## src/dtc_regs.svh

```systemverilog
`ifndef DTC_REGS_SVH
`define DTC_REGS_SVH

// register addresses on the special function register port
`define DTC_ADDR_CONTROL      8'h88
`define DTC_ADDR_MODE         8'h89
`define DTC_ADDR_T0_LOW       8'h8A
`define DTC_ADDR_T1_LOW       8'h8B
`define DTC_ADDR_T0_HIGH      8'h8C
`define DTC_ADDR_T1_HIGH      8'h8D

// reset values
`define DTC_CONTROL_RESET     8'h00
`define DTC_MODE_RESET        8'h00
`define DTC_COUNT_RESET       8'h00

// timer_control bit positions
`define DTC_TF1_BIT           7
`define DTC_TR1_BIT           6
`define DTC_TF0_BIT           5
`define DTC_TR0_BIT           4
`define DTC_IE1_BIT           3
`define DTC_IT1_BIT           2
`define DTC_IE0_BIT           1
`define DTC_IT0_BIT           0

// timer_mode_config bit positions (mode field is two bits wide)
`define DTC_GATE1_BIT         7
`define DTC_CT1_BIT           6
`define DTC_MODE1_LSB         4
`define DTC_GATE0_BIT         3
`define DTC_CT0_BIT           2
`define DTC_MODE0_LSB         0

// one machine cycle in core clock periods
`define DTC_MC_CLOCKS         12

`endif

```

## src/dtc_pkg.sv

```systemverilog
package dtc_pkg;

  // counting arrangement of one timer
  typedef enum logic [1:0] {MODE_13BIT, MODE_16BIT, MODE_RELOAD, MODE_SPLIT} timer_mode_t;

  // result of one counting step
  typedef struct packed {
    logic       ovf;
    logic [7:0] hi;
    logic [7:0] lo;
  } timer_step_t;

  // vector acknowledge pulses from the interrupt controller
  typedef struct packed {
    logic tf1;
    logic tf0;
    logic ie1;
    logic ie0;
  } vector_ack_t;

  // request flags toward the interrupt controller
  typedef struct packed {
    logic tf1;
    logic tf0;
    logic ie1;
    logic ie0;
  } irq_flags_t;

endpackage

```

## src/dual_timer_counter_control.sv

```systemverilog
// Operation
// RULE1: gate set: count only with run and pin high
// RULE2: gate clear: count whenever run bit set
// RULE3: counter select set: count external pin falls
// RULE4: counter select clear: count internal machine cycles
// RULE5: mode 00: 8-bit counter after 5-bit prescaler
// RULE6: mode 01: one cascaded 16-bit counter
// RULE7: mode 10: low byte reloads from high byte
// RULE8: timer 1 in mode 11 holds its count
// RULE9: timer 0 mode 11: two split 8-bit counters
// RULE10: overflow sets the timer overflow flag
// RULE11: vectoring clears the timer overflow flag
// RULE12: run bit one runs, zero stops timer
// RULE13: pin edge or low level sets interrupt flag
// RULE14: edge flag cleared on vector; level follows pin
// RULE15: trigger bit one edge, zero low level
// RULE16: interrupt bits never affect timer counting
// RULE17: control register is zero after reset
// RULE18: count kept in two 8-bit byte registers
// RULE19: timer function advances once per machine cycle
// RULE20: count pin sampled per machine cycle, high-low
// RULE21: mode 00 counts 13 bits, upper three untouched
// RULE22: reload leaves the high byte unchanged
// RULE23: hardware set beats same-cycle software clear
`timescale 1ns/1ps
`default_nettype none
`include "dtc_regs.svh"

module dual_timer_counter_control #(
  parameter int unsigned MC_CLOCKS = `DTC_MC_CLOCKS
) (
  input  wire logic                clk,
  input  wire logic                reset_n,
  input  wire logic [7:0]          sfr_addr,
  input  wire logic                sfr_wr_en,
  input  wire logic [7:0]          sfr_wdata,
  input  wire logic                sfr_rd_en,
  output logic      [7:0]          sfr_rdata,
  input  wire logic                ext_irq0_pin,
  input  wire logic                ext_irq1_pin,
  input  wire logic                timer0_count_input,
  input  wire logic                timer1_count_input,
  input  wire dtc_pkg::vector_ack_t vector_ack,
  output dtc_pkg::irq_flags_t      irq_flags
);
  import dtc_pkg::*;

  // one counting step of a timer in modes 00, 01, 10 and the low half of 11
  function automatic timer_step_t step(input timer_mode_t m, input logic [7:0] lo,
                                       input logic [7:0] hi, input logic inc);
    timer_step_t r;
    r = '{ovf: 1'b0, hi: hi, lo: lo};
    if (inc)
    begin
      unique case (m)
        MODE_13BIT:  {r.ovf, r.hi, r.lo[4:0]} = {1'b0, hi, lo[4:0]} + 14'd1; // see RULE5 see RULE21
        MODE_16BIT:  {r.ovf, r.hi, r.lo} = {1'b0, hi, lo} + 17'd1;           // see RULE6
        MODE_RELOAD:
        begin
          {r.ovf, r.lo} = {1'b0, lo} + 9'd1;
          if (r.ovf)
            r.lo = hi;                                                      // see RULE7 see RULE22
        end
        MODE_SPLIT:  {r.ovf, r.lo} = {1'b0, lo} + 9'd1;                      // see RULE9
      endcase
    end
    return r;
  endfunction

  // software visible registers
  logic [7:0] timer_control_reg;   // timer_control, assembled from the bits below
  // one flop per control bit, so each concern below is the only writer of its bits
  logic       tf1_reg, tr1_reg, tf0_reg, tr0_reg;
  logic       ie1_reg, it1_reg, ie0_reg, it0_reg;
  logic [7:0] timer_mode_config_reg;   // timer_mode_config
  logic [7:0] tl0_reg;    // timer0_low_byte
  logic [7:0] th0_reg;    // timer0_high_byte
  logic [7:0] tl1_reg;    // timer1_low_byte
  logic [7:0] th1_reg;    // timer1_high_byte
  assign timer_control_reg = {tf1_reg, tr1_reg, tf0_reg, tr0_reg, ie1_reg, it1_reg, ie0_reg, it0_reg};

  // machine cycle pulse and sampled pins: [0] irq0, [1] irq1, [2] t0, [3] t1
  logic       mc_tick;
  logic [3:0] pin_level;
  logic [3:0] pin_fall;
  logic [1:0] irq_level_d_reg;  // last clock's synchronised irq levels

  machine_cycle_gen #(
    .MC_CLOCKS (MC_CLOCKS)
  ) u_mc (
    .clk     (clk),
    .reset_n (reset_n),
    .mc_tick (mc_tick)
  );

  pin_sampler #(
    .W (4)
  ) u_pins (
    .clk     (clk),
    .reset_n (reset_n),
    .mc_tick (mc_tick),
    .pin     ({timer1_count_input, timer0_count_input, ext_irq1_pin, ext_irq0_pin}),
    .level   (pin_level),
    .fall    (pin_fall)
  );

  // decoded mode fields
  timer_mode_t mode0;
  timer_mode_t mode1;
  assign mode0 = timer_mode_t'(timer_mode_config_reg[`DTC_MODE0_LSB +: 2]);
  assign mode1 = timer_mode_t'(timer_mode_config_reg[`DTC_MODE1_LSB +: 2]);

  // write strobes per register
  logic wr_timer_control;
  logic wr_timer_mode_config;
  logic wr_tl0;
  logic wr_th0;
  logic wr_tl1;
  logic wr_th1;
  assign wr_timer_control = sfr_wr_en && (sfr_addr == `DTC_ADDR_CONTROL);
  assign wr_timer_mode_config = sfr_wr_en && (sfr_addr == `DTC_ADDR_MODE);
  assign wr_tl0  = sfr_wr_en && (sfr_addr == `DTC_ADDR_T0_LOW);
  assign wr_th0  = sfr_wr_en && (sfr_addr == `DTC_ADDR_T0_HIGH);
  assign wr_tl1  = sfr_wr_en && (sfr_addr == `DTC_ADDR_T1_LOW);
  assign wr_th1  = sfr_wr_en && (sfr_addr == `DTC_ADDR_T1_HIGH);

  // count source: pin falls in counter function, machine cycles otherwise
  logic src0;
  logic src1;
  assign src0 = timer_mode_config_reg[`DTC_CT0_BIT] ? pin_fall[2] : mc_tick; // see RULE3 see RULE4 see RULE20
  assign src1 = timer_mode_config_reg[`DTC_CT1_BIT] ? pin_fall[3] : mc_tick; // see RULE3 see RULE4 see RULE20

  // run enables; the interrupt flag and trigger bits take no part here
  logic run0;
  logic run1;
  assign run0 = timer_control_reg[`DTC_TR0_BIT] && (!timer_mode_config_reg[`DTC_GATE0_BIT] || pin_level[0]); // see RULE1 see RULE2 see RULE12 see RULE16
  assign run1 = timer_control_reg[`DTC_TR1_BIT] && (!timer_mode_config_reg[`DTC_GATE1_BIT] || pin_level[1]) // see RULE1 see RULE2 see RULE12
                && (mode1 != MODE_SPLIT);                                               // see RULE8

  // next byte values
  timer_step_t t0_step;
  timer_step_t t1_step;
  logic        th0_split_inc;
  logic        th0_split_ovf;
  logic [7:0]  th0_split_val;
  assign t0_step       = step(mode0, tl0_reg, th0_reg, run0 && src0);
  assign t1_step       = step(mode1, tl1_reg, th1_reg, run1 && src1);
  // split high byte is a machine-cycle timer run by timer 1's run bit
  assign th0_split_inc = (mode0 == MODE_SPLIT) && timer_control_reg[`DTC_TR1_BIT] && mc_tick; // see RULE9
  assign {th0_split_ovf, th0_split_val} = {1'b0, th0_reg} + 9'd1;

  // overflow events feeding the two timer flags
  logic ovf0_evt;
  logic ovf1_evt;
  assign ovf0_evt = t0_step.ovf;
  // in split mode the high byte of timer 0 owns the timer 1 flag
  assign ovf1_evt = (mode0 == MODE_SPLIT) ? (th0_split_inc && th0_split_ovf) : t1_step.ovf; // see RULE9

  // external interrupt edge events: falling edge only, low level is taken in the flag logic
  logic [1:0] irq_edge;
  assign irq_edge = irq_level_d_reg & ~pin_level[1:0];

  // delayed irq levels for edge detection on every clock
  always_ff @(posedge clk)
  begin
    if (!reset_n)
      irq_level_d_reg <= 2'b11;
    else
      irq_level_d_reg <= pin_level[1:0];
  end

  // mode register: plain software storage
  always_ff @(posedge clk)
  begin
    if (!reset_n)
      timer_mode_config_reg <= `DTC_MODE_RESET;
    else if (wr_timer_mode_config)
      timer_mode_config_reg <= sfr_wdata;
  end

  // timer 0 bytes; a software write wins over a count in the same cycle
  always_ff @(posedge clk)
  begin
    if (!reset_n)
    begin
      tl0_reg <= `DTC_COUNT_RESET;
      th0_reg <= `DTC_COUNT_RESET;
    end
    else
    begin
      tl0_reg <= wr_tl0 ? sfr_wdata : t0_step.lo;  // see RULE18
      if (wr_th0)
        th0_reg <= sfr_wdata;
      else if (mode0 == MODE_SPLIT)
        th0_reg <= th0_split_inc ? th0_split_val : th0_reg;
      else
        th0_reg <= t0_step.hi;                     // see RULE18
    end
  end

  // timer 1 bytes; held still in mode 11 since run1 is low there
  always_ff @(posedge clk)
  begin
    if (!reset_n)
    begin
      tl1_reg <= `DTC_COUNT_RESET;
      th1_reg <= `DTC_COUNT_RESET;
    end
    else
    begin
      tl1_reg <= wr_tl1 ? sfr_wdata : t1_step.lo;  // see RULE8
      th1_reg <= wr_th1 ? sfr_wdata : t1_step.hi;
    end
  end

  // run and trigger-type bits: software only
  always_ff @(posedge clk)
  begin
    if (!reset_n)
    begin
      tr1_reg <= 1'b0;                              // see RULE17
      tr0_reg <= 1'b0;
      it1_reg <= 1'b0;
      it0_reg <= 1'b0;
    end
    else if (wr_timer_control)
    begin
      tr1_reg <= sfr_wdata[`DTC_TR1_BIT];
      tr0_reg <= sfr_wdata[`DTC_TR0_BIT];
      it1_reg <= sfr_wdata[`DTC_IT1_BIT];
      it0_reg <= sfr_wdata[`DTC_IT0_BIT];
    end
  end

  // overflow flags: hardware set first, then vector clear, then software
  always_ff @(posedge clk)
  begin
    if (!reset_n)
    begin
      tf1_reg <= 1'b0;                              // see RULE17
      tf0_reg <= 1'b0;
    end
    else
    begin
      if (ovf1_evt)
        tf1_reg <= 1'b1;                            // see RULE10 see RULE23
      else if (vector_ack.tf1)
        tf1_reg <= 1'b0;                            // see RULE11
      else if (wr_timer_control)
        tf1_reg <= sfr_wdata[`DTC_TF1_BIT];
      if (ovf0_evt)
        tf0_reg <= 1'b1;                            // see RULE10 see RULE23
      else if (vector_ack.tf0)
        tf0_reg <= 1'b0;                            // see RULE11
      else if (wr_timer_control)
        tf0_reg <= sfr_wdata[`DTC_TF0_BIT];
    end
  end

  // external flags; in level mode the flag is simply the inverted pin,
  // so vector acks and software writes cannot hold a request the pin dropped
  always_ff @(posedge clk)
  begin
    if (!reset_n)
    begin
      ie1_reg <= 1'b0;                              // see RULE17
      ie0_reg <= 1'b0;
    end
    else
    begin
      if (!it1_reg)
        ie1_reg <= !pin_level[1];                   // see RULE14 see RULE15
      else if (irq_edge[1])
        ie1_reg <= 1'b1;                            // see RULE13 see RULE23
      else if (vector_ack.ie1)
        ie1_reg <= 1'b0;                            // see RULE14
      else if (wr_timer_control)
        ie1_reg <= sfr_wdata[`DTC_IE1_BIT];
      if (!it0_reg)
        ie0_reg <= !pin_level[0];                   // see RULE14 see RULE15
      else if (irq_edge[0])
        ie0_reg <= 1'b1;                            // see RULE13 see RULE23
      else if (vector_ack.ie0)
        ie0_reg <= 1'b0;                            // see RULE14
      else if (wr_timer_control)
        ie0_reg <= sfr_wdata[`DTC_IE0_BIT];
    end
  end

  // registered read port; unmapped addresses answer zero
  always_ff @(posedge clk)
  begin
    if (!reset_n)
      sfr_rdata <= 8'h00;
    else if (sfr_rd_en)
    begin
      unique case (sfr_addr)
        `DTC_ADDR_CONTROL: sfr_rdata <= timer_control_reg;
        `DTC_ADDR_MODE:    sfr_rdata <= timer_mode_config_reg;
        `DTC_ADDR_T0_LOW:  sfr_rdata <= tl0_reg;
        `DTC_ADDR_T1_LOW:  sfr_rdata <= tl1_reg;
        `DTC_ADDR_T0_HIGH: sfr_rdata <= th0_reg;
        `DTC_ADDR_T1_HIGH: sfr_rdata <= th1_reg;
        default:           sfr_rdata <= 8'h00;
      endcase
    end
  end

  // flags toward the interrupt controller come straight from timer_control_reg
  assign irq_flags = '{tf1: timer_control_reg[`DTC_TF1_BIT], tf0: timer_control_reg[`DTC_TF0_BIT],
                       ie1: timer_control_reg[`DTC_IE1_BIT], ie0: timer_control_reg[`DTC_IE0_BIT]};

  logic no_t0_wr;
  assign no_t0_wr = !wr_tl0 && !wr_th0;
endmodule
`default_nettype wire

```

## src/machine_cycle_gen.sv

```systemverilog
`timescale 1ns/1ps
`default_nettype none
`include "dtc_regs.svh"

module machine_cycle_gen #(
  parameter int unsigned MC_CLOCKS = `DTC_MC_CLOCKS
) (
  input  wire logic clk,
  input  wire logic reset_n,
  output logic      mc_tick
);

  // phase counter inside one machine cycle
  logic [3:0] phase_reg;

  // wrap after the last core clock of the cycle
  always_ff @(posedge clk)
  begin
    if (!reset_n)
      phase_reg <= 4'h0;
    else if (phase_reg == 4'(MC_CLOCKS - 1))
      phase_reg <= 4'h0;
    else
      phase_reg <= phase_reg + 4'h1;
  end

  // one-clock pulse that marks the machine cycle boundary
  always_ff @(posedge clk)
  begin
    if (!reset_n)
      mc_tick <= 1'b0;
    else
      mc_tick <= (phase_reg == 4'(MC_CLOCKS - 2)); // see RULE19
  end

endmodule
`default_nettype wire

```

## src/pin_sampler.sv

```systemverilog
`timescale 1ns/1ps
`default_nettype none

module pin_sampler #(
  parameter int unsigned W = 4
) (
  input  wire logic         clk,
  input  wire logic         reset_n,
  input  wire logic         mc_tick,
  input  wire logic [W-1:0] pin,
  output logic      [W-1:0] level,
  output logic      [W-1:0] fall
);

  // first stage is read only by the second stage
  logic [W-1:0] meta_reg;
  // sample taken at the previous machine cycle boundary
  logic [W-1:0] prev_reg;

  // two-flop synchroniser; pins idle high
  always_ff @(posedge clk)
  begin
    if (!reset_n)
    begin
      meta_reg <= '1;
      level    <= '1;
    end
    else
    begin
      meta_reg <= pin;
      level    <= meta_reg;
    end
  end

  // once per machine cycle: high then low gives one event pulse
  always_ff @(posedge clk)
  begin
    if (!reset_n)
    begin
      prev_reg <= '1;
      fall     <= '0;
    end
    else if (mc_tick)
    begin
      prev_reg <= level;
      fall     <= prev_reg & ~level;
    end
    else
      fall <= '0;
  end

endmodule
`default_nettype wire

```

## config.mk

```make
export PLATFORM = sky130hd
export DESIGN_NAME = dual_timer_counter_control
export DESIGN_NICKNAME = d
export VERILOG_FILES = /design/src/dtc_pkg.sv /design/src/dual_timer_counter_control.sv /design/src/machine_cycle_gen.sv /design/src/pin_sampler.sv
export VERILOG_INCLUDE_DIRS = /design/src
export SDC_FILE = /design/constraint.sdc
export NUM_CORES = 1
export LEC_CHECK = 0
export BUFFER_PORTS_ARGS = -buffer_cell sky130_fd_sc_hd__buf_2
export CAP_MARGIN = 15
export CORE_MARGIN = 2
export CORE_UTILIZATION = 54
export DETAILED_ROUTE_END_ITERATION = 10
export PLACE_DENSITY = 0.74
export SYNTH_ARGS = -nofsm -noshare
export SYNTH_HDL_FRONTEND = slang
export SYNTH_SLANG_ARGS = --single-unit
export TNS_END_PERCENT = 50
```

## constraint.sdc

```tcl
create_clock -name clk -period 1.85 [get_ports clk]
set_input_delay 0 -clock clk [delete_from_list [all_inputs] [get_ports clk]]
set_output_delay 0 -clock clk [all_outputs]
set_load 0.05 [all_outputs]
```

### Word level (Yosys, flattened, before mapping)

Index checks and enable logic that the tools add are counted.

* bitwise gates (word level): 5
* eq/ne operators: 18
* reductions and logical operators: 40
* add/subtract/negate cells: 8
* multiplexer cells: 36

Operators with widths (number)
* 8-bit two-way mux: 8
* 8-bit == test (second input constant): 6
* 8-bit case mux with 6 select lines: 1
* 5-bit case mux with 4 select lines: 2
* 16-bit by 1-bit adder with 17-bit output (second input constant): 2
* 17-bit two-way mux: 2
* 8-bit case mux with 2 select lines: 2
* 13-bit by 1-bit adder with 14-bit output (second input constant): 2
* 8-bit by 1-bit adder with 9-bit output (second input constant): 3
* 3-bit case mux with 3 select lines: 2
* 1-bit two-way mux: 17
* 1-bit logical AND: 14
* 3-bit nonzero test: 4
* 4-bit nonzero test: 3
* 2-bit == test (second input constant): 4
* 4-bit == test (second input constant): 2
* 4-bit by 2-bit inequality test with 1-bit output (second input constant): 2
* 2-bit AND reduction: 4
* 1-bit case mux with 3 select lines: 2
* 2-bit nonzero test: 3
* 2-bit OR reduction: 3
* 4-bit by 1-bit adder with 4-bit output (second input constant): 1
* 4-bit bitwise AND: 1
* 2-bit by 1-bit == test with 1-bit output (second input constant): 2
* 10 further kinds: 15

* register bits after elaboration: 79
* output and inout port bits: 12
* word-level logic and storage cells: 130

### Depth between registers and ports, before layout

Gate-level depths: netlist of run 1.

* word-level depth: 8
* depth in mapped cells: 7

### Hierarchy

Synthesis of run 1 repeated with hierarchy kept, for this count alone.

* cells, all modules: 540
* area total of the unflattened synthesis: 4573.1 µm²

Modules (own cells, without submodules)
* dual_timer_counter_control: area each 3852.4 µm², cells an instance 480, times used 1, sequential area each 1161.1 µm²
* pin_sampler: area each 501.7 µm², cells an instance 39, times used 1, sequential area each 320.3 µm²
* machine_cycle_gen: area each 219.0 µm², cells an instance 21, times used 1, sequential area each 100.1 µm²

### Least setup slack after synthesis of run 1

OpenSTA, ideal clock, no wires.

* path type: register to register
* start point: reg tl1_reg[0]
* end point: reg th1_reg[6]
* buffers on the path: 0
* cell stages (with the launch flop): 7
* setup slack: -0.079 ns
* data arrival time: 1.798 ns
* cells stage by stage: dfxtp_1 -> ha_1 -> nand4_1 -> or4_1 -> a211oi_1 -> xnor2_1 -> a21oi_1

* longest elaborated chain between the ends: 4

Ends and longest elaborated chain
* start: declaration: RTL line dual_timer_counter_control.sv:78 `logic [7:0] tl1_reg;`
* start signal: assignment: RTL line dual_timer_counter_control.sv:206 `` tl1_reg <= `DTC_COUNT_RESET; ``
* start signal: assignment: RTL line dual_timer_counter_control.sv:211 `tl1_reg <= wr_tl1 ? sfr_wdata : t1_step.lo;`
* 16-bit by 1-bit adder with 17-bit output / 13-bit by 1-bit adder with 14-bit output (equally long branches): RTL line dual_timer_counter_control.sv:57, dual_timer_counter_control.sv:56
* 8-bit case mux with 2 select lines *: RTL line dual_timer_counter_control.sv:55 `unique case (m)`
* 17-bit two-way mux *: RTL line dual_timer_counter_control.sv:53 `if (inc)`
* 8-bit two-way mux *: RTL line dual_timer_counter_control.sv:212 `th1_reg <= wr_th1 ? sfr_wdata : t1_step.hi;`
* end signal: assignment: RTL line dual_timer_counter_control.sv:207 `` th1_reg <= `DTC_COUNT_RESET; ``
* end signal: assignment: RTL line dual_timer_counter_control.sv:212
* end: declaration: RTL line dual_timer_counter_control.sv:79 `logic [7:0] th1_reg;`

Every way passes the cells marked *; elsewhere a longest branch is shown, timed or not. The select of a mux whose other input is x is not followed.
A chain may end at the register's enable or synchronous reset.

### Final worst setup path of run 1

* start point: reg timer_mode_config_reg[4]
* end point: reg th1_reg[7]

* longest elaborated chain between the ends: 5

Ends and longest elaborated chain
* start: declaration: RTL line dual_timer_counter_control.sv:75 `logic [7:0] timer_mode_config_reg;`
* start signal: assignment: RTL line dual_timer_counter_control.sv:176 `` timer_mode_config_reg <= `DTC_MODE_RESET; ``
* start signal: assignment: RTL line dual_timer_counter_control.sv:178 `timer_mode_config_reg <= sfr_wdata;`
* parallel branches: the longest is 5 deep, another holds 17-bit two-way mux

Several ways; the timed one is not identified. The select of a mux whose other input is x is not followed.

==> results of run 1 <==
[cells in the final DEF, fill, tap and decap left out, types with 13 or more instances in the layout]
cell type,netlist,final
inv_1,19,17
dlygate4sd3_1,0,13
o21ai_0,49,47
a21oi_1,37,37
buf_2,4,39
dfxtp_1,75,66
a21boi_0,13,13
nand2b_1,16,16
nand2_1,51,51
mux2i_1,20,20
nand3_1,36,35
nor2_1,19,19
buf_4,4,74
[repair_timing]
action,4_1_cts,5_1_grt
gates cloned,0,0
buffers inserted,0,2
hold buffers,11,2
hold endpoints to repair,15,2
pin swaps,2,8
resized for setup,11,31
endpoints found under the setup margin,16,21
[logic make-up (layout without fill, tap and decap cells)]
logic type,after synthesis,in the layout,share of synthesized area (%)
buf+inv,59,163,5.62
fa+ha+maj,9,9,2.54
simple gates,200,200,24.4
xor+xnor,16,16,3.16
mux,21,21,4.77
flops,75,75,33.9
compound gates,174,174,25.6
[worst paths after layout]
| kind | start | to | slack, ns | depth (start not counted) |
|---|---|---|---|---|
| worst max register to register | timer_mode_config_reg[4] | th1_reg[7] | -0.03 | 5 |
| worst min-delay path | sfr_wdata[5] | timer_mode_config_reg[5] | 0.02 | 3 |
| worst min register to register | u_pins.meta_reg[3] | u_pins.level[3] | 0.42 | 1 |
| worst max-delay path | timer_mode_config_reg[4] | th1_reg[7] | -0.03 | 5 |
[stage by stage]
stage	TNS (ns)	power [mW]	instances
2_1_floorplan	-0.0999	1.83	554
3_3_place_gp	-0.651	1.93	732
3_5_place_dp	-0.833	1.94	732
4_1_cts	0	3.32	759
5_1_grt	-0.424	3.42	763
6_report	-0.0585	3.33	763
[per-layer routing]
metal	GRT usage [%]	part of all wire, %	wire length [microns]	vias to the layer above
met1	46.4	41	6120	2305
li1	-	-	-	2251
met4	9.78	3.1	468	0
met3	6.86	10	1490	52
met5	0	0	0	-
met2	52.6	46	6830	300
[layout make-up]
cell class              count  area, sq um
clock inverters             7         87.6
well taps                 105          131
fillers                   663         2400
repair buffers            128          912
multi-input cells         420         2840
flip-flops and latches     75         1520
inverters                  19         73.8
clock buffers               9          124
[power by group]
group          leakage (nW)  switching [mW]  internal [mW]
sequential            0.614          0.0182           1.63
clock                 0.109           0.739          0.660
combinational          1.39           0.176          0.100
[Yosys cell counts, types with 4 or more instances]
master,count
nor4_1,6
a31oi_1,10
xnor2_1,12
nor3_1,13
nand3_1,36
nor3b_1,4
xor2_1,4
or4_1,5
o211ai_1,5
or2_2,4
dfxtp_1,75
a211oi_1,10
mux2i_1,20
buf_4,4
nor2b_1,5
a21oi_1,37
o21ai_0,49
o22ai_1,6
and3_1,10
a222oi_1,8
ha_1,9
o21a_1,5
nand4_1,7
nand2_1,51
inv_1,19
a21boi_0,13
nand2b_1,16
buf_2,4
nand4b_1,4
clkbuf_1,28
and4_1,4
nor2_1,19
[tightest hold or removal path, cell delays in order]
cell and delay [ns]:
buf_2 0.18, nand3_1 0.09, a21boi_0 0.08
==> flow_summary.ini, run 1 <==
[setup_path]
crit_path_max_incr_delay_ns = 0.63
required_ns = 2.10
cp.arrival_ns = 2.13
crit_family = simple AND/OR/NAND/NOR gates
cpMaxStageDelayCell = or4_1
path_cells = inv_1, or4_1, a211oi_1, xnor2_1, a21oi_1
critPathKind = reg2reg
critPathCaptureType = register
crit_path_max_fanout = 5
critPathBufInv = 1
crit_path_start_kind = register

[timing]
fin_crit_sh_pct = 102
final_max_slew_viol_count = 0
finalHoldViolCount = 0
final-setup-viol-count = 3
fin_ws_ns = -0.0319
period_needed_ns = 1.88
worst_slew_pin_slew_ns = 0.601
rsz0062_at_grt = true
fin_skew_ns = 0.0117
fmax_mhz = 531
slew-limit-headroom_pct = 59.4
hold_slack_ns = 0.0231

[synth]
synth_seq_cells = 75
synth-edff-count = 0
synth_top_area_share_pct = 33.9
syn_inst = 554
synthTopCellsByArea = dfxtp_1 (34%), o21ai_0 (5.5%), mux2i_1 (4.5%)
yosysUniqueCellTypes = 62
yosysWarnings = 0
avgSynthCellArea_sq_um = 8.00
syn_nets = 591
synth-main-ff-cell = dfxtp_1
syn_area_sq_um = 4430
seq_area_frac_synth_pct = 33.9
yosysTopAreaCell = dfxtp_1
synthArstFlopShare_pct = 0

[job]
drv_cap = 0

[floorplanning]
rows = 33
ios = 40
die_w_microns = 94.6
die_h_microns = 94.6
start_util_pct = 54.7
die-area_sq_um = 8940
core-area_sq_um = 8090

[run_status]
violations = setup timing
outcome = finished, violations left

[placed_design]
dp_slack_ns = -0.0875
place_area_sq_um = 5170
hpwl_microns = 10700
place.gp.congestion = 0.973
port_buffers = 39

[global_route]
gr-usage-all-layers_pct = 33.4
grt_pass1_wl_microns = 22900
grt_max_degree = 27
globalRouteOverflowTotal = 0
grt_antenna_before_repair = 0
grt_pass1_vias = 4462

[clock_network]
htree_levels = 3
clk_latency_ns = 0.36
clock_tree.root_cell = clkbuf_8
tritoncts = yes
cts_max_path_buffers = 2
cts_made_buffers = 9
clock_sinks = 75
clkSlewWorstSetupHoldPaths_ns = 0.10

[route]
firstDrtPassIters = 7
wirelength_microns = 14900
drc = 0
via_count = 4908
viasPerCell = 6.43
ant_nets = 0
routedWlPerCell_microns = 19.5
drtIter0Drc = 666

[layout]
final_area_sq_um = 5690
nNetsFinal = 690
antenna_cells = 0
drive_gt1_share_pct = 26.7
syn_to_final_growth_pct = 28.5
final_util_pct = 70.3

[power_and_ir_drop]
p_leak_nw = 2.11
power_density_nw_per_um2 = 584
ir_drop_mv = 0.548

[min_path]
worstHoldPathType = in2reg
Note: power is estimated with default switching activity, not from simulation.
==> run 2, diff against run 1 <==
--- a/config.mk
+++ b/config.mk
@@ -8,8 +8,10 @@
 export LEC_CHECK = 0
 export BUFFER_PORTS_ARGS = -buffer_cell sky130_fd_sc_hd__buf_2
 export CAP_MARGIN = 15
+export CELL_PAD_IN_SITES_DETAIL_PLACEMENT = 1
+export CELL_PAD_IN_SITES_GLOBAL_PLACEMENT = 2
 export CORE_MARGIN = 2
-export CORE_UTILIZATION = 54
+export CORE_UTILIZATION = 32
 export DETAILED_ROUTE_END_ITERATION = 10
 export PLACE_DENSITY = 0.74
 export SYNTH_ARGS = -nofsm -noshare
==> flow_summary.ini, run 2 (same netlist as run 1, synthesis figures left out) <==
[floorplanning]
die-area_sq_um = 14800
start_util_pct = 33.1
ios = 40
rows = 42
core-area_sq_um = 13400
die_w_microns = 122
die_h_microns = 122

[power_and_ir_drop]
power_density_nw_per_um2 = 650
p_leak_nw = 2.20
ir_drop_mv = 0.533

[route]
routedWlPerCell_microns = 21.0
firstDrtPassIters = 6
via_count = 4795
drtIter0Drc = 367
ant_nets = 0
wirelength_microns = 17700
viasPerCell = 5.68
drc = 0

[timing]
period_needed_ns = 1.83
finalHoldViolCount = 0
tns_ns = 0
final_max_slew_viol_count = 0
fmax_mhz = 546
slew-limit-headroom_pct = 49.4
fin_crit_sh_pct = 99.0
fin_skew_ns = 0.00523
fin_ws_ns = 0.0190
worst_slew_pin_slew_ns = 0.759
rsz0062_at_grt = true
hold_slack_ns = 0.0145
final-setup-viol-count = 0

[setup_path]
rrSetupSlack_ns = 0.02
required_ns = 2.11
critPathCaptureType = register
crit_path_max_fanout = 3
r2r-end = th0_reg[1]
worst_r2r_path_depth = 5
cp.arrival_ns = 2.09
crit_path_start_kind = register
critPathKind = reg2reg
crit-reg2reg-launch = tl0_reg[1]

[global_route]
grt_pass1_wl_microns = 26800
globalRouteOverflowTotal = 0
grt_max_degree = 24
grt_antenna_before_repair = 0
gr-usage-all-layers_pct = 24.1
grt_pass1_vias = 4756

[clock_network]
clock_sinks = 75
clk_latency_ns = 0.34
cts_max_path_buffers = 2
htree_levels = 3
tritoncts = yes
cts_made_buffers = 9
clkSlewWorstSetupHoldPaths_ns = 0.06
clock_tree.root_cell = clkbuf_16

[run_status]
outcome = complete, no violations

[min_path]
whs_path_depth = 3
worstHoldPathType = in2reg
whs_endpoint = tr1_reg
hp-start = sfr_wdata[6]

[job]
drv_cap = 0

[placed_design]
port_buffers = 39
hpwl_microns = 13100
dp_slack_ns = -0.0979
dp.cells = 814
place.gp.congestion = 0.929

[layout]
final_common_cell = buf_4
regArea_sq_um = 1520
syn_to_final_growth_pct = 35.0
nNetsFinal = 700
final_cells = 844
drive_gt1_share_pct = 28.9
layout_common_cells = buf_4 (90), dfxtp_1 (68), nand2_1 (51), o21ai_0 (46), buf_2 (40)
multi_input_area_sq_um = 2890
fill_cells = 1604
antenna_cells = 0
## run 2: how the worst max path moves through the flow
stage                      startpoint    endpoint  slack, ns  depth (start not counted)
after floorplan            tl0_reg[0]  th0_reg[4]      -0.05                          6
after global placement    sfr_addr[5]  tl0_reg[2]      -0.05                          7
after detailed placement  sfr_addr[5]  tl0_reg[2]       -0.1                          7
after CTS                  tl1_reg[0]  th1_reg[2]      0.001                          6
after global routing       tl0_reg[1]  tl0_reg[1]      -0.06                          8
final                      tl0_reg[1]  th0_reg[1]       0.02                          5
## run 2: timing repair
item                                    CTS  global route
setup buffers                             2             4
hold endpoints to repair                  7             0
gates cloned                              1             0
pin swaps                                 2            11
resized for setup                        15            31
endpoints found under the setup margin   14            28
hold buffers                              7             0
## run 2: layout make-up
class,instances,share of cell area [%]
tap,176,3.68
clock inverter,4,1.21
clock buffer,12,4.29
inverter,19,1.19
timing repair buffer,138,16.0
sequential,75,25.4
multi-input combinational,420,48.2
## run 2: per-layer routing
metal	vias to the layer above	global-route usage (%)	share of wire [%]	routed length, microns
met5	-	0	0	0
met4	0	9.63	2.9	515
met2	132	37.8	46	8080
met3	31	4.12	6.2	1100
li1	2267	-	-	-
met1	2365	33.0	45	8050
## run 2: per-stage QoR
| step | instance area [sq um] | util (%) | power, mW |
|---|---|---|---|
| finish | 5980 | 44.6 | 3.89 |
| global route | 5980 | 44.6 | 4.02 |
| CTS | 5810 | 43.4 | 3.93 |
| detailed placement | 5330 | 39.8 | 1.95 |
| global placement | 5330 | 39.8 | 1.94 |
| floorplan | 4460 | - | 1.83 |
## run 2: power breakdown
group / internal (mW) / switching [mW]
Sequential: 1.64 / 0.0181
Clock: 1.25 / 0.707
Combinational: 0.0956 / 0.175
Total: 2.99 / 0.900
## run 2: worst max-delay path, cell delays in order, from the launching register on
cell	delay, ns
dfxtp_1	0.39
nand3_1	0.17
or4_4	0.52
a21o_1	0.17
a211o_1	0.29
a41oi_1	0.21
==> run 3, diff against run 2 <==
==> constraint.sdc (replaced) <==
create_clock -name clk -period 1.85 [get_ports clk]
set_input_delay 0.0925 -clock clk [delete_from_list [all_inputs] [get_ports clk]]
set_output_delay 0.0925 -clock clk [all_outputs]
set_load 0.05 [all_outputs]
==> flow_summary.ini, run 3 (same netlist as run 1, synthesis figures left out) <==
[timing]
fin_crit_sh_pct = 99.6
worst_slew_pin_slew_ns = 0.613
period_needed_ns = 1.84
slew-limit-headroom_pct = 59.2
fin_skew_ns = 0.00838
fmax_mhz = 543
final_max_slew_viol_count = 0
finalHoldViolCount = 0
final-setup-viol-count = 0
rsz0062_at_grt = true

[floorplanning]
rows = 42
die_w_microns = 122
start_util_pct = 33.1
die-area_sq_um = 14800
ios = 40
core-area_sq_um = 13400
die_h_microns = 122

[power_and_ir_drop]
seqPwrFrac_pct = 44.4
power_density_nw_per_um2 = 636
ir_drop_mv = 0.695
p_sw_uw = 945
swShare_pct = 25.3
p_leak_nw = 2.16
clockPowerShare_pct = 48.4
share_comb_of_total_power_pct = 7.2
power.internal_mw = 2.78

[global_route]
grt_pass1_wl_microns = 27400
grt_max_degree = 21
grt_pass1_vias = 4722
gr-usage-all-layers_pct = 24.7
grt_antenna_before_repair = 0
globalRouteOverflowTotal = 0

[clock_network]
clock_sinks = 75
clkSlewWorstSetupHoldPaths_ns = 0.06
htree_levels = 3
tritoncts = yes
cts_made_buffers = 9
clock_tree.root_cell = clkbuf_16
cts_max_path_buffers = 2
clk_latency_ns = 0.34

[route]
firstDrtPassIters = 6
wirelength_microns = 17800
ant_nets = 0
via_count = 4778
routedWlPerCell_microns = 21.3
drc = 0
viasPerCell = 5.72
drtIter0Drc = 426

[placed_design]
hpwl_microns = 13400
port_buffers = 39
place_area_sq_um = 5320
place.gp.congestion = 0.907

[setup_path]
cp.arrival_ns = 2.07
critPathKind = reg2reg
required_ns = 2.08
crit_path_start_kind = register
critPathCaptureType = register
crit_path_max_fanout = 6
worst_r2r_path_depth = 5
rrSetupSlack_ns = 0.008

[min_path]
whs_path_depth = 3
worstHoldPathType = in2reg

[layout]
antenna_cells = 0
final_util_pct = 43.8
syn_to_final_growth_pct = 32.4
layout_common_cells = buf_4 (84), dfxtp_1 (65), nand2_1 (51), o21ai_0 (47), buf_2 (40)
nNetsFinal = 692
final_common_cell = buf_4
drive_gt1_share_pct = 28.9
final_area_sq_um = 5870

[job]
drv_cap = 0

[run_status]
outcome = complete, no violations
run 3: critical path, stage by stage, from the launching register on:
cell and delay, ns:
dfxtp_1 0.42, nand3_1 0.18, or4_1 0.54, a211oi_1 0.35, xnor2_1 0.16, a21oi_1 0.08
run 3: routing by layer:
metal	global-route usage (%)	vias up	share of wire [%]	wire length, microns
met2	39.4	141	46	8140
met5	0	-	0	0
met4	10.1	0	3.3	583
met1	33.6	2354	46	8280
met3	3.79	29	4.7	844
li1	-	2254	-	-
run 3: through the flow:
step           TNS (ns)  setup WS, ns  instances  hold slack (ns)  power (mW)
6_report              0       0.00751        836           0.0648        3.73
5_1_grt          -0.278       -0.0757        836           0.0623        3.87
4_1_cts               0       0.00130        834           0.0488        3.77
3_5_place_dp      -2.07        -0.146        811            0.281        1.95
3_3_place_gp     -0.780       -0.0776        811            0.276        1.95
2_1_floorplan    -0.192       -0.0512        554            0.194        1.83
run 3: what timing repair did:
| item | in CTS | in global routing |
|---|---|---|
| buffers inserted | 2 | 2 |
| gates cloned | 1 | 0 |
| hold endpoints to repair | 4 | 0 |
| gates resized for setup | 12 | 34 |
| hold buffers | 4 | 0 |
| pin swaps | 0 | 9 |
| endpoints found under the setup margin | 13 | 30 |
run 3: worst paths after layout:
kind	end	from
min reg2reg	u_pins.level[3]	u_pins.meta_reg[3]
max	th1_reg[7]	tl1_reg[2]
max reg2reg	th1_reg[7]	tl1_reg[2]
min	tf0_reg	vector_ack[2]
run 3: area by class of cell:
type	count	area, sq um
Fill cell	1627	7530
Multi-Input combinational cell	420	2860
Inverter	19	71.3
Sequential cell	75	1520
Tap cell	176	220
Timing Repair Buffer	130	893
Clock buffer	10	229
Clock inverter	6	71.3
run 3: power by group through the flow:
stage                     clock network (mW)  logic [mW]  registers (mW)
after floorplan                            0       0.111            1.72
after global placement                     0       0.251            1.69
after detailed placement                   0       0.258            1.70
after CTS                               1.85       0.266            1.66
after global routing                    1.92       0.286            1.66
final                                   1.81       0.267            1.66
